==> config.mk <==
export PLATFORM = sky130hd
export DESIGN_NAME = wwd_watchdog
export DESIGN_NICKNAME = d
export VERILOG_FILES = /design/src/wwd_pkg.sv /design/src/wwd_prescaler.sv /design/src/wwd_watchdog.sv
export SDC_FILE = /design/constraint.sdc
export NUM_CORES = 1
export LEC_CHECK = 0
export CAP_MARGIN = 15
export CORE_MARGIN = 2
export CORE_UTILIZATION = 60
export DETAILED_ROUTE_END_ITERATION = 7
export DONT_BUFFER_PORTS = 1
export PLACE_DENSITY = 0.79
export SLEW_MARGIN = 15
export SYNTH_ARGS = -nofsm -noshare
export SYNTH_HDL_FRONTEND = slang
export SYNTH_SLANG_ARGS = --single-unit
==> constraint.sdc <==
create_clock -name clk -period 2.8 [get_ports clk]
set_input_delay 0.14 -clock clk [delete_from_list [all_inputs] [get_ports clk]]
set_output_delay 0.14 -clock clk [all_outputs]
set_load 0.01 [all_outputs]
==> src/wwd_pkg.sv <==
package wwd_pkg;
   // ****************************************
   // Register map
   // ****************************************
   localparam logic [7:0] WWD_OFS_RESTART_CONTROL = 8'h00;
   localparam logic [7:0] WWD_OFS_WATCHDOG_CONFIG = 8'h04;
   localparam logic [7:0] WWD_OFS_FAULT_FLAGS = 8'h08;
   localparam logic [31:0] WWD_CONFIG_RESET = 32'h3fff2fff;
   localparam logic [7:0] WWD_EXPECTED_KEY = 8'ha5;

   // ****************************************
   // Field positions
   // ****************************************
   localparam int WWD_KEY_LSB = 24;
   localparam int WWD_KEY_MSB = 31;
   localparam int WWD_RESTART_BIT = 0;
   localparam int WWD_RELOAD_LSB = 0;
   localparam int WWD_RELOAD_MSB = 11;
   localparam int WWD_FIEN_BIT = 12;
   localparam int WWD_RSTEN_BIT = 13;
   localparam int WWD_SCOPE_BIT = 14;
   localparam int WWD_DIS_BIT = 15;
   localparam int WWD_DELTA_LSB = 16;
   localparam int WWD_DELTA_MSB = 27;
   localparam int WWD_DBG_HALT_BIT = 28;
   localparam int WWD_IDLE_HALT_BIT = 29;
   localparam int WWD_UNF_BIT = 0;
   localparam int WWD_ERR_BIT = 1;

   // ****************************************
   // Counter and prescaler
   // ****************************************
   localparam int WWD_CNT_W = 12;
   localparam int WWD_DIV = 128;
   localparam int WWD_DIV_W = 7;
   localparam logic [WWD_DIV_W-1:0] WWD_DIV_LAST = WWD_DIV_W'(WWD_DIV - 1);
   localparam logic [WWD_CNT_W-1:0] WWD_CNT_ZERO = 12'h000;
   localparam logic [WWD_DIV_W-1:0] WWD_DIV_ZERO = 7'h00;
endpackage

==> src/wwd_prescaler.sv <==
`timescale 1ns/1ps
module wwd_prescaler
   import wwd_pkg::*;
(
   input wire logic clk,
   input wire logic sys_rst,
   input wire logic slck_en,
   input wire logic run,
   input wire logic restart,
   output logic tick
);
   typedef struct packed {
      logic [WWD_DIV_W-1:0] cnt;
      logic tick;
   } wwd_div_t;

   wwd_div_t div_r;
   wwd_div_t div_nxt;

   // ****************************************
   // Slow clock divided by 128
   // ****************************************
   always_comb begin
      div_nxt = div_r;
      div_nxt.tick = 1'b0;
      if (restart) begin
         div_nxt.cnt = WWD_DIV_ZERO;
      end else if (run && slck_en) begin
         div_nxt.cnt = div_r.cnt + 7'h01;
         div_nxt.tick = (div_r.cnt == WWD_DIV_LAST);
      end
   end

   always_ff @(posedge clk or posedge sys_rst) begin
      if (sys_rst) begin
         div_r <= '0;
      end else begin
         div_r <= div_nxt;
      end
   end

   assign tick = div_r.tick;
endmodule // wwd_prescaler

==> src/wwd_watchdog.sv <==
// Our own choice: the APB interface to the registers.
`timescale 1ns/1ps
module wwd_watchdog
   import wwd_pkg::*;
(
   input wire logic clk,
   input wire logic sys_rst,
   input wire logic psel,
   input wire logic penable,
   input wire logic pwrite,
   input wire logic [7:0] paddr,
   input wire logic [31:0] pwdata,
   output logic [31:0] prdata,
   output logic pready,
   output logic pslverr,
   input wire logic slck_en,
   input wire logic cpu_debug,
   input wire logic sys_idle,
   output logic wdt_irq,
   output logic wdt_fault,
   output logic wdt_proc_only
);
   import wwd_pkg::*;

   typedef struct packed {
      logic [31:0] cfg;
      logic locked;
      logic [WWD_CNT_W-1:0] cnt;
      logic unf;
      logic err;
      logic irq;
      logic fault;
      logic proc_only;
      logic [31:0] prdata;
      logic pready;
      logic pslverr;
   } wwd_state_t;

   wwd_state_t st_r;
   wwd_state_t st_nxt;

   logic tick;
   logic halt;
   logic setup;
   logic access;
   logic wr_ctrl;
   logic key_ok;
   logic restart_req;
   logic cfg_wr;
   logic rd_flags;
   logic in_window;
   logic reload;
   logic dis;

   // ****************************************
   // Bus decode
   // ****************************************
   // No wait state: read data is staged in setup so prdata leaves a flop
   assign setup = psel && !penable;
   assign access = psel && penable && st_r.pready;
   assign wr_ctrl = access && pwrite && (paddr == WWD_OFS_RESTART_CONTROL);
   assign key_ok = (pwdata[WWD_KEY_MSB:WWD_KEY_LSB] == WWD_EXPECTED_KEY);
   assign restart_req = wr_ctrl && key_ok && pwdata[WWD_RESTART_BIT];
   assign cfg_wr = access && pwrite && (paddr == WWD_OFS_WATCHDOG_CONFIG) && !st_r.locked;
   assign rd_flags = access && !pwrite && (paddr == WWD_OFS_FAULT_FLAGS);
   assign in_window = (st_r.cnt <= st_r.cfg[WWD_DELTA_MSB:WWD_DELTA_LSB]);
   assign dis = st_r.cfg[WWD_DIS_BIT];
   assign halt = (st_r.cfg[WWD_DBG_HALT_BIT] && cpu_debug)
      || (st_r.cfg[WWD_IDLE_HALT_BIT] && sys_idle);
   assign reload = cfg_wr || (restart_req && in_window);

   // ****************************************
   // Prescaler
   // ****************************************
   // Prescaler freezes too, so a halt does not shorten the next step
   wwd_prescaler u_prescaler (
      .clk(clk),
      .sys_rst(sys_rst),
      .slck_en(slck_en),
      .run(!halt && !dis),
      .restart(reload),
      .tick(tick)
   );

   // ****************************************
   // Next state
   // ****************************************
   always_comb begin
      st_nxt = st_r;
      st_nxt.pready = 1'b0;
      st_nxt.pslverr = 1'b0;
      if (setup) begin
         st_nxt.pready = 1'b1;
         unique case (paddr)
            WWD_OFS_WATCHDOG_CONFIG: begin
               st_nxt.prdata = st_r.cfg;
            end
            WWD_OFS_FAULT_FLAGS: begin
               st_nxt.prdata = '0;
               st_nxt.prdata[WWD_UNF_BIT] = st_r.unf;
               st_nxt.prdata[WWD_ERR_BIT] = st_r.err;
            end
            WWD_OFS_RESTART_CONTROL: begin
               st_nxt.prdata = '0;
            end
            default: begin
               st_nxt.prdata = '0;
               st_nxt.pslverr = 1'b1;
            end
         endcase
      end
      // Clear first so a same-cycle event below wins over the read
      if (rd_flags) begin
         st_nxt.unf = 1'b0;
         st_nxt.err = 1'b0;
      end
      if (cfg_wr) begin
         st_nxt.cfg = pwdata;
         st_nxt.locked = 1'b1;
         st_nxt.cnt = pwdata[WWD_RELOAD_MSB:WWD_RELOAD_LSB];
      end else if (restart_req) begin
         if (in_window) begin
            st_nxt.cnt = st_r.cfg[WWD_RELOAD_MSB:WWD_RELOAD_LSB];
         end else begin
            st_nxt.err = 1'b1;
         end
      end else if (tick && !dis) begin
         if (st_r.cnt == WWD_CNT_ZERO) begin
            st_nxt.unf = 1'b1;
            st_nxt.cnt = st_r.cfg[WWD_RELOAD_MSB:WWD_RELOAD_LSB];
         end else begin
            st_nxt.cnt = st_r.cnt - 12'h001;
         end
      end
      // Outputs track the next flags so they stay a pure function of them
      st_nxt.irq = st_nxt.cfg[WWD_FIEN_BIT] && (st_nxt.unf || st_nxt.err);
      st_nxt.fault = st_nxt.cfg[WWD_RSTEN_BIT] && (st_nxt.unf || st_nxt.err);
      st_nxt.proc_only = st_nxt.fault && st_nxt.cfg[WWD_SCOPE_BIT];
   end

   always_ff @(posedge clk or posedge sys_rst) begin
      if (sys_rst) begin
         st_r <= '0;
         st_r.cfg <= WWD_CONFIG_RESET;
         st_r.cnt <= WWD_CONFIG_RESET[WWD_RELOAD_MSB:WWD_RELOAD_LSB];
      end else begin
         st_r <= st_nxt;
      end
   end

   assign prdata = st_r.prdata;
   assign pready = st_r.pready;
   assign pslverr = st_r.pslverr;
   assign wdt_irq = st_r.irq;
   assign wdt_fault = st_r.fault;
   assign wdt_proc_only = st_r.proc_only;
endmodule // wwd_watchdog

==> impl.org, run 1 <==
** Outcome
- The flow ran to the end, and the final reports show no timing, DRC or antenna violations.

** Power
- Maximum ir drop on the vdd rail :: between 0.3 and 0.4 mV
- Total internal power :: between 1500 and 2000 uW
- Switching share of power :: 0.256
- Of the total power, registers draw 0.559.
- Leakage dissipation :: 0.00237 uW
- Areal power density over the cells :: ~480 mW/mm2
- Combinational cell fraction of total power :: 0.083
- In this run the power spent charging and discharging nets is between 600 and 700 uW.
- Power share of the clock group :: 0.358

** Worst setup path
- The critical path is of the register to register type.
- Data arrival time at the worst-slack endpoint :: 2900 ps
- Critical Path Fanout Max :: 12
- Crit end category :: register
- Delay contributed by the slowest stage of the critical path :: 630 ps
- Launch instance of the worst register-to-register path :: st_r[41]
- STA puts the critical path data required time at a little over 3000 ps.
- Among cell families on the critical path, the largest total delay comes from compound AO/OA/AOI/OAI gates.
- The critical path ends at st_r[49].
- Walking the worst path, the cells encountered are ha_1 -> a21o_1 -> a221o_1 -> a211oi_1 -> o22ai_1 -> nand2_1 -> buf_12 -> mux2_2.
- Category of the worst setup path launch point :: register
- Worst R2R Setup Slack :: approximately 180 ps
- The number of cells on the worst reg-to-reg path is 8.
- Buffer and inverter count on the worst path :: 1
- For this design, the slowest cell found on the critical path is sky130_fd_sc_hd__dfstp_2.
- The critical path runs through a total of 8 cells.
- Capture instance of the worst register-to-register path :: st_r[49]
- Critical Path Start :: st_r[41]

** Timing
- The hold violation count in the final report was 0.
- Fin Setup TNS :: 0 ps
- Based on the critical path, the design can be clocked at up to 0.382 GHz.
- The worst path needs around 2600 ps of the cycle, external delays included.
- Final period util :: 0.935
- Fin. max-slew vios :: 0
- Unrepaired setup endpoints after global routing :: no
- Worst Clk Skew :: 15.4 ps
- In this run the tightest slew margin relative to its limit is 0.526.
- Transition time of the tightest slew-check pin :: 710 ps
- Setup violations remaining at the end of the flow were counted as 0.

** Synthesis
- When the netlist entered floorplanning its net count stood at 553.
- Number of enable-type register cells in the synthesized netlist :: 0
- Post-synth top area share :: 0.267
- Yosys mapped the design onto 58 distinct sky130hd cell types.
- In the synthesized netlist the dominant register cell turns out to be sky130_fd_sc_hd__dfrtp_1.
- Most common cell in the synthesized netlist :: sky130_fd_sc_hd__nand2_1
- For this run, the register share of the synthesized area comes to 0.474.
- In the synthesized netlist, the number of instances is just under 500.
- Of all flip-flops after synthesis, the portion carrying an async set or reset was 1.00.
- After synthesis, the most frequently instantiated cells are sky130_fd_sc_hd__nand2_1 (75), sky130_fd_sc_hd__dfrtp_1 (53), sky130_fd_sc_hd__dfstp_2 (39), sky130_fd_sc_hd__o21ai_0 (38), sky130_fd_sc_hd__buf_4 (32).
- Register bit total from synthesis :: 92
- Ranked by total cell area, the synthesized netlist is headed by sky130_fd_sc_hd__dfrtp_1 (27%), sky130_fd_sc_hd__dfstp_2 (21%), sky130_fd_sc_hd__nand2_1 (5.7%), sky130_fd_sc_hd__mux2_2 (5.5%), sky130_fd_sc_hd__buf_4 (4.8%).
- Averaged over all synthesized cells, the footprint is between 10 and 15 um2.
- The Yosys step of the flow raised 0 warnings.
- The cell area that synthesis handed to floorplanning was 0.00496 mm2.
- Cell type with the highest aggregate area in the netlist :: sky130_fd_sc_hd__dfrtp_1

** Placement
- Count of port buffers added during placement :: 0
- The wire-length estimate of the detail-placed layout is approximately 7800 um.
- Routability cong. :: about 0.9

** Layout
- Ant. Diodes :: 0
- The final layout contains 554 nets.
- Post-synthesis to final-layout area growth :: 9.29%
- Measured on the finished design, the core utilization comes to 0.670.
- Of the cells placed in the final design, the portion with a size suffix greater than 1 is 0.208.

** Floorplan
- The floorplan has 33 rows.
- Core area :: between 0.008 and 0.009 mm2
- I/O pin count :: 85
- The floorplan step set the die width to 94.9 um.
- Height of the chip :: 94.9 um
- Starting density of the core :: 0.613
- The die covers 0.00901 mm2.

** CTS
- TritonCTS clock tree :: done
- After clock tree synthesis, the flow added hold-fix buffers numbering 36.
- Clock root buffer :: sky130_fd_sc_hd__clkbuf_8
- Total of cells resized after clock tree synthesis :: 0
- Post-CTS Setup Inserts :: 0
- CTS clock-pin slew for the worst setup and hold paths :: 90 ps
- CTS saw 92 sinks.
- Total CTS buffers :: 9
- In this run the number of H-tree levels came out at 3.
- No sink is reached through more buffers than the 2 on the longest clock path.
- The later pin in the worst-skew pair is clocked with a latency of about 360 ps.

** Drt
- In the detailed route, the total length drawn on met3 is 840 um.
- Sum of routed wire length over all layers :: 11700 um
- Using the TritonRoute via totals, the vias-per-cell ratio works out to 6.21.
- In this run, the number of DRC markers left after iteration 0 of detailed routing was 219.
- Met2 Routed Length :: 5590 um
- After detailed routing, the number of remaining DRC violations is 0.
- Wire length on met1 :: 5040 um
- Routed signal wires occupy layers up through met4.
- Detailed-router iteration count before antenna repair :: 5
- After detailed routing, the average wire length per cell comes to 19.4 um.
- Vias after detailed routing :: about 3700
- Count of nets left with antenna violations after detail routing :: 0

** Run
- Max-cap violations in this run came to 0.

** Global routing
- The first global-routing pass estimated about 19000 um of wire.
- Global-route usage over all layers :: 0.272
- The via count of the first global-routing pass came to 3670.
- Global route overflow :: 0
- Initial antenna violation count :: 0
- Entering global routing, the biggest net connects 54 pins.

** Min path
- Class of the tightest hold or removal check :: primary input to register
[power by group through the flow]
| stage | clock network, uW | registers, uW | logic, uW |
|---|---|---|---|
| finish | 921 | 1440 | 215 |
| floorplan | 0 | 1450 | 139 |
| detailed placement | 0 | 1460 | 172 |
| CTS | 931 | 1440 | 214 |
| global route | 989 | 1450 | 246 |
| global placement | 0 | 1460 | 160 |
[worst register-to-register path: stages (launching register included)]
cell	delay, ps
sky130_fd_sc_hd__dfstp_2	630
sky130_fd_sc_hd__ha_1	270
sky130_fd_sc_hd__a21o_1	160
sky130_fd_sc_hd__a221o_1	330
sky130_fd_sc_hd__a211oi_1	350
sky130_fd_sc_hd__o22ai_1	170
sky130_fd_sc_hd__nand2_1	130
sky130_fd_sc_hd__buf_12	160
sky130_fd_sc_hd__mux2_2	350
[placed cells by master, fill, tap and decap left out, types with 3 or more instances in the layout]
| cell | count |
|---|---|
| sky130_fd_sc_hd__o21ai_0 | 38 |
| sky130_fd_sc_hd__a2111oi_0 | 4 |
| sky130_fd_sc_hd__and3_1 | 4 |
| sky130_fd_sc_hd__nor4_1 | 5 |
| sky130_fd_sc_hd__mux2i_1 | 9 |
| sky130_fd_sc_hd__nor3_1 | 6 |
| sky130_fd_sc_hd__a221oi_1 | 7 |
| sky130_fd_sc_hd__a211oi_1 | 5 |
| sky130_fd_sc_hd__nand4b_1 | 3 |
| sky130_fd_sc_hd__clkbuf_8 | 9 |
| sky130_fd_sc_hd__ha_1 | 15 |
| sky130_fd_sc_hd__nor3b_1 | 5 |
| sky130_fd_sc_hd__inv_1 | 22 |
| sky130_fd_sc_hd__a21oi_1 | 5 |
| sky130_fd_sc_hd__nor4_2 | 3 |
| sky130_fd_sc_hd__o31ai_1 | 16 |
| sky130_fd_sc_hd__dfrtp_1 | 53 |
| sky130_fd_sc_hd__a221o_1 | 7 |
| sky130_fd_sc_hd__dlygate4sd3_1 | 36 |
| sky130_fd_sc_hd__buf_4 | 11 |
| sky130_fd_sc_hd__xnor2_1 | 5 |
| sky130_fd_sc_hd__mux2_2 | 24 |
| sky130_fd_sc_hd__and4_1 | 4 |
| sky130_fd_sc_hd__nor2_1 | 23 |
| sky130_fd_sc_hd__dfstp_2 | 39 |
| sky130_fd_sc_hd__nand4_1 | 5 |
| sky130_fd_sc_hd__a311oi_1 | 3 |
| sky130_fd_sc_hd__or4_1 | 4 |
| sky130_fd_sc_hd__nand2_1 | 75 |
| sky130_fd_sc_hd__xor2_1 | 4 |
[flip-flops by register name, summed over array words and instances (netlist names)]
name               flops
u_prescaler.tick       1
dis                    1
wdt_proc_only          1
wdt_fault              1
u_prescaler.div_r      7
pslverr                1
prdata                32
st_r                  46
pready                 1
wdt_irq                1
[cells by family (layout without fill, tap and decap cells)]
family / Yosys count / after routing / synth area share
buf+inv: 82 / 88 / 0.0893
flops: 92 / 92 / 0.474
simple gates: 157 / 157 / 0.166
compound gates: 102 / 102 / 0.144
fa+ha+maj: 15 / 15 / 0.0379
xor+xnor: 9 / 9 / 0.0159
mux: 33 / 33 / 0.0727
[layer usage]
layer	track usage	vias to the layer above
met3	0.0607	21
li1	-	1729
met5	0	-
met1	0.371	1847
met2	0.432	134
met4	0.0882	0
[through the flow]
step | power [uW] | instances | cell area (um2) | hold slack [ps] | setup slack [ps]
final | 2580 | 601 | 5420 | 17.1 | 181
after floorplan | 1590 | 490 | 4960 | 249 | 274
after global placement | 1620 | 549 | 4860 | 144 | 269
after global routing | 2680 | 601 | 5420 | 29.0 | 8.23
after detailed placement | 1630 | 549 | 4860 | 155 | 225
after CTS | 2580 | 601 | 5420 | 14.0 | 176
[how the worst min path moves through the flow]
| stage | from | slack [ps] | depth (start not counted) | to |
|---|---|---|---|---|
| 2_1_floorplan | pwdata[17] | 250 | 2 | st_r[69] |
| 3_3_place_gp | sys_rst | 140 | 1 | pslverr |
| 3_5_place_dp | sys_rst | 160 | 1 | pslverr |
| 4_1_cts | pwdata[6] | 10 | 2 | st_r[45] |
| 5_1_grt | pwdata[1] | 30 | 2 | st_r[40] |
| 6_report | pwdata[6] | 20 | 2 | st_r[45] |
[area by class of cell]
| cell class | count | area [um2] |
|---|---|---|
| Multi-Input combinational cell | 316 | 2170 |
| Sequential cell | 92 | 2350 |
| Tap cell | 105 | 131 |
| Clock buffer | 10 | 128 |
| Inverter | 23 | 87.6 |
| Timing Repair Buffer | 49 | 483 |
| Clock inverter | 6 | 71.3 |
| Fill cell | 627 | 2670 |
Note: power is estimated with default switching activity, not from simulation.
==> run 2, diff against run 1 <==
--- a/config.mk
+++ b/config.mk
@@ -7,11 +7,12 @@
 export LEC_CHECK = 0
 export CAP_MARGIN = 15
 export CORE_MARGIN = 2
-export CORE_UTILIZATION = 60
+export CORE_UTILIZATION = 50
 export DETAILED_ROUTE_END_ITERATION = 7
 export DONT_BUFFER_PORTS = 1
-export PLACE_DENSITY = 0.79
+export PLACE_DENSITY = 0.68
 export SLEW_MARGIN = 15
 export SYNTH_ARGS = -nofsm -noshare
 export SYNTH_HDL_FRONTEND = slang
+export SYNTH_HIERARCHICAL = 1
 export SYNTH_SLANG_ARGS = --single-unit
==> run 2 against run 1 <==
Design area grew 4.8%. Clock-buffer cell count grew 1. Cell count grew 16%. Global-route usage shrank 1.9 points. Via count grew 8.4%. Sequential cell count is the same. Setup slack lost 12 ps. Largest power group unchanged.
==> impl.org, run 2 <==
** Outcome
- The flow ran to the end, and the final reports show no timing, DRC or antenna violations.

** Layout
- The final layout contains 623 nets.
- Post-synthesis to final-layout area growth :: 12.5%
- Of the cells placed in the final design, the portion with a size suffix greater than 1 is 0.181.
- st_r holds more flip-flops than any other register.
- Ant. Diodes :: 0
- Max reg flops :: 46
- Most common cell after layout, fill and taps aside :: sky130_fd_sc_hd__nand2_1
- Final instance count without filler cells :: 698
- In the layout the commonest cells are sky130_fd_sc_hd__nand2_1 (147), sky130_fd_sc_hd__dfrtp_1 (53), sky130_fd_sc_hd__dfstp_2 (39).

** Power
- Summed over all cells, the static leakage comes to 0.00251 uW.
- Areal power density over the cells :: 470 mW/mm2
- IR analysis of the VDD net gives a maximum drop of 0.389 mV.

** Synthesis
- Summing every instance area after synthesis gives 0.00505 mm2.
- Register bit total from synthesis :: 92
- Synth Area in Compound Gates :: 0.158
- Main synth FF type :: sky130_fd_sc_hd__dfrtp_1
- Simple-gate portion of the synthesized area :: 0.235
- Syn_nets :: 610
- Of the total synthesized cell area, the portion taken by full adders, half adders and majority gates is 0.0372.
- Most common cell in the synthesized netlist :: sky130_fd_sc_hd__nand2_1
- Number of enable-type register cells in the synthesized netlist :: 0
- The share of synthesized area in the top cell type comes to 0.263.
- Mapped Avg Cell Area :: 9.23 um2
- Cell type with the highest aggregate area in the netlist :: sky130_fd_sc_hd__dfrtp_1
- Library cells used by synthesis :: 69
- Parity-gate share of the synthesized area counting xor and xnor cells :: 0.0104
- Dominant combinational cell family by area after synthesis :: simple AND/OR/NAND/NOR gates
- In the synthesized netlist the async set-or-reset flop fraction comes to 1.00.
- Most common library cells after synthesis :: sky130_fd_sc_hd__nand2_1 (147), sky130_fd_sc_hd__dfrtp_1 (53), sky130_fd_sc_hd__dfstp_2 (39), sky130_fd_sc_hd__buf_4 (32), sky130_fd_sc_hd__o21ai_0 (25)
- The portion of synthesized area spent on multiplexers is 0.00842.
- By area the synthesized netlist is led by sky130_fd_sc_hd__dfrtp_1 (26%), sky130_fd_sc_hd__dfstp_2 (20%), sky130_fd_sc_hd__nand2_1 (11%), sky130_fd_sc_hd__buf_4 (4.8%), sky130_fd_sc_hd__ha_1 (3.7%).
- Yosys synthesis warning count :: 6
- Synthesis handed over a netlist of roughly 550 instances.
- The share of the Yosys chip area taken by registers is 0.465.

** Drt
- For this block, the routed nets add up to between 10000 and 15000 um of wire.
- Detailed routing inserted a total of 4045 vias.
- The count of nets left with antenna violations once routing finished came out at 0.
- Ratio of routed vias to standard cells :: 5.80
- In this run, the number of DRC markers left after iteration 0 of detailed routing was about 240.
- Routed wire per std cell :: roughly 19 um
- Detailed-route DRC error count :: 0
- The first detailed-routing pass took 4 iterations.

** Placement
- Routability cong. :: 0.918
- The HPWL after detailed placement is 9100 um.
- Count of port buffers added during placement :: 0
- Including well taps, the total number of placed cells is roughly 640.
- Placement Setup Slack :: 22.1 ps

** Floorplan
- The die is 105 um wide.
- 85 I/O pins were placed.
- Starting density of the core :: 0.517
- The floorplan step defined a die boundary enclosing approximately 0.011 mm2.
- Height of the chip :: ~100 um
- Number of placement rows :: 36
- Core area :: a little under 0.01 mm2

** Timing
- The tightest hold path in the finished design has a slack of ~9.7 ps.
- After layout, the minimum clock period comes to 2630 ps.
- Timing would allow up to 0.380 GHz.
- Final number of setup-violating endpoints :: 0
- Final critical-path setup slack :: about 170 ps
- Final period util :: 0.939
- In this run the tightest slew margin relative to its limit is 0.448.
- Final hold violation count :: 0
- Clock skew on the completed layout was measured at 5.65 ps.
- The number of max-slew violations in the final report was 0.
- Transition time of the tightest slew-check pin :: just over 800 ps

** Worst setup path
- Among all stages on the critical path, the largest delay is contributed by sky130_fd_sc_hd__dfstp_2.
- Critical Path Fanout Max :: 8
- Critical Setup Path Class :: register to register
- For this run, the slowest stage of the critical path takes 520 ps.
- At the worst endpoint, the arrival time is 2900 ps.
- Together, buffers and inverters on the worst path number 1.
- Grouping stages by cell kind, the critical path spends the most delay in simple AND/OR/NAND/NOR gates.
- The worst setup path is launched from a register.
- Crit end category :: register
- The critical path goes through inv_1 -> ha_1 -> nand4_1 -> nor4_2 -> and3_1 -> a311oi_4 -> nand2_1 -> a2bb2oi_1.
- Worst endpoint required time :: 3070 ps

** CTS
- CTS clock-pin slew for the worst setup and hold paths :: 90 ps
- Maximum clock path buffer count :: 2
- Clock tree synthesis found a total of 92 sinks.
- The clock tree synthesis step divided the H-tree into 3 levels.
- Clock root buffer :: sky130_fd_sc_hd__clkbuf_8
- Total CTS buffers :: 9
- Latest clock arrival within the worst-skew pair :: 370 ps
- TritonCTS clock tree :: done

** Min path
- Class of the tightest hold or removal check :: primary input to register

** Global routing
- The first global-routing pass estimated approximately 22000 um of wire.
- In the global route stage, overall resource usage came out at 0.253.
- Entering global routing, the biggest net connects 54 pins.
- Vias in the first global route :: about 4000
- The initial antenna violation count is 0.
- Summed over all layers, the global routing overflow is 0.

** Run
- Number of max-capacitance violations reported :: 0
[run 2: cell count changes in the layout (fill, tap and decap cells not counted), moves of 7 or more]
cell	before	now
sky130_fd_sc_hd__a21oi_1	5	13
sky130_fd_sc_hd__a221o_1	7	0
sky130_fd_sc_hd__buf_4	11	19
sky130_fd_sc_hd__mux2_2	24	2
sky130_fd_sc_hd__mux2i_1	9	2
sky130_fd_sc_hd__nand2_1	75	147
sky130_fd_sc_hd__nand3_1	2	10
sky130_fd_sc_hd__o211ai_1	1	9
sky130_fd_sc_hd__o21ai_0	38	25
sky130_fd_sc_hd__o21ai_1	0	16
[run 2: through the flow]
| step | power, uW | util | cell area (um2) | TNS, ps |
|---|---|---|---|---|
| final | 2670 | 0.581 | 5680 | 0 |
| after floorplan | 1580 | - | 5050 | 0 |
| after CTS | 2690 | 0.577 | 5640 | 0 |
| after global placement | 1620 | 0.515 | 5030 | 0 |
| after detailed placement | 1630 | 0.515 | 5030 | 0 |
| after global routing | 2780 | 0.581 | 5680 | -7.87 |
[run 2: cell families after synthesis]
logic type / Yosys count
multiplexers: 4
adder cells (fa/ha/maj): 15
AO/OA/AOI/OAI: 116
flip-flops: 92
XOR/XNOR: 6
buffers and inverters: 77
AND/OR/NAND/NOR: 237
[run 2: tightest hold or removal path, cell delays in order]
cell                      delay (ps)
sky130_fd_sc_hd__nand3_1          60
sky130_fd_sc_hd__xor2_1           70
sky130_fd_sc_hd__nor2_1           80
[run 2: timing repair]
action,CTS,global route
gates resized for setup,0,4
setup endpoints to repair,0,16
endpoints found under the hold margin,69,0
buffers inserted,0,2
hold buffers,38,0
[run 2: area by class of cell]
type,count,area (um2)
Timing Repair Buffer,59,563
Tap cell,133,166
Clock buffer,11,141
Multi-Input combinational cell,378,2300
Sequential cell,92,2350
Clock inverter,5,83.8
Fill cell,898,4090
Inverter,20,76.3
[run 2: routing by layer]
metal	wire length, um	track usage	vias up
li1	-	-	1896
met1	5750	0.341	1993
met2	6300	0.399	128
met3	751	0.0451	28
met4	412	0.112	0
met5	0	0	-
[run 2: worst paths after layout]
path | slack (ps) | endpoint | from | cells past startpoint
setup / recovery | 170 | st_r[44] | st_r[78] | 8
hold / removal | 10 | u_prescaler/div_r[3] | slck_en | 3
setup reg to reg | 170 | st_r[44] | st_r[78] | 8
hold reg to reg | 480 | st_r[68] | st_r[68] | 2
max in group asynchronous | 1620 | st_r[43] | sys_rst | 3
min in group asynchronous | 200 | u_prescaler/div_r[2] | sys_rst | 2
[run 2: where the power goes]
part	internal, uW	switching (uW)	total [uW]
registers	1380	51.4	1430
logic	102	115	218
clock network	531	489	1020
total	2010	656	2670
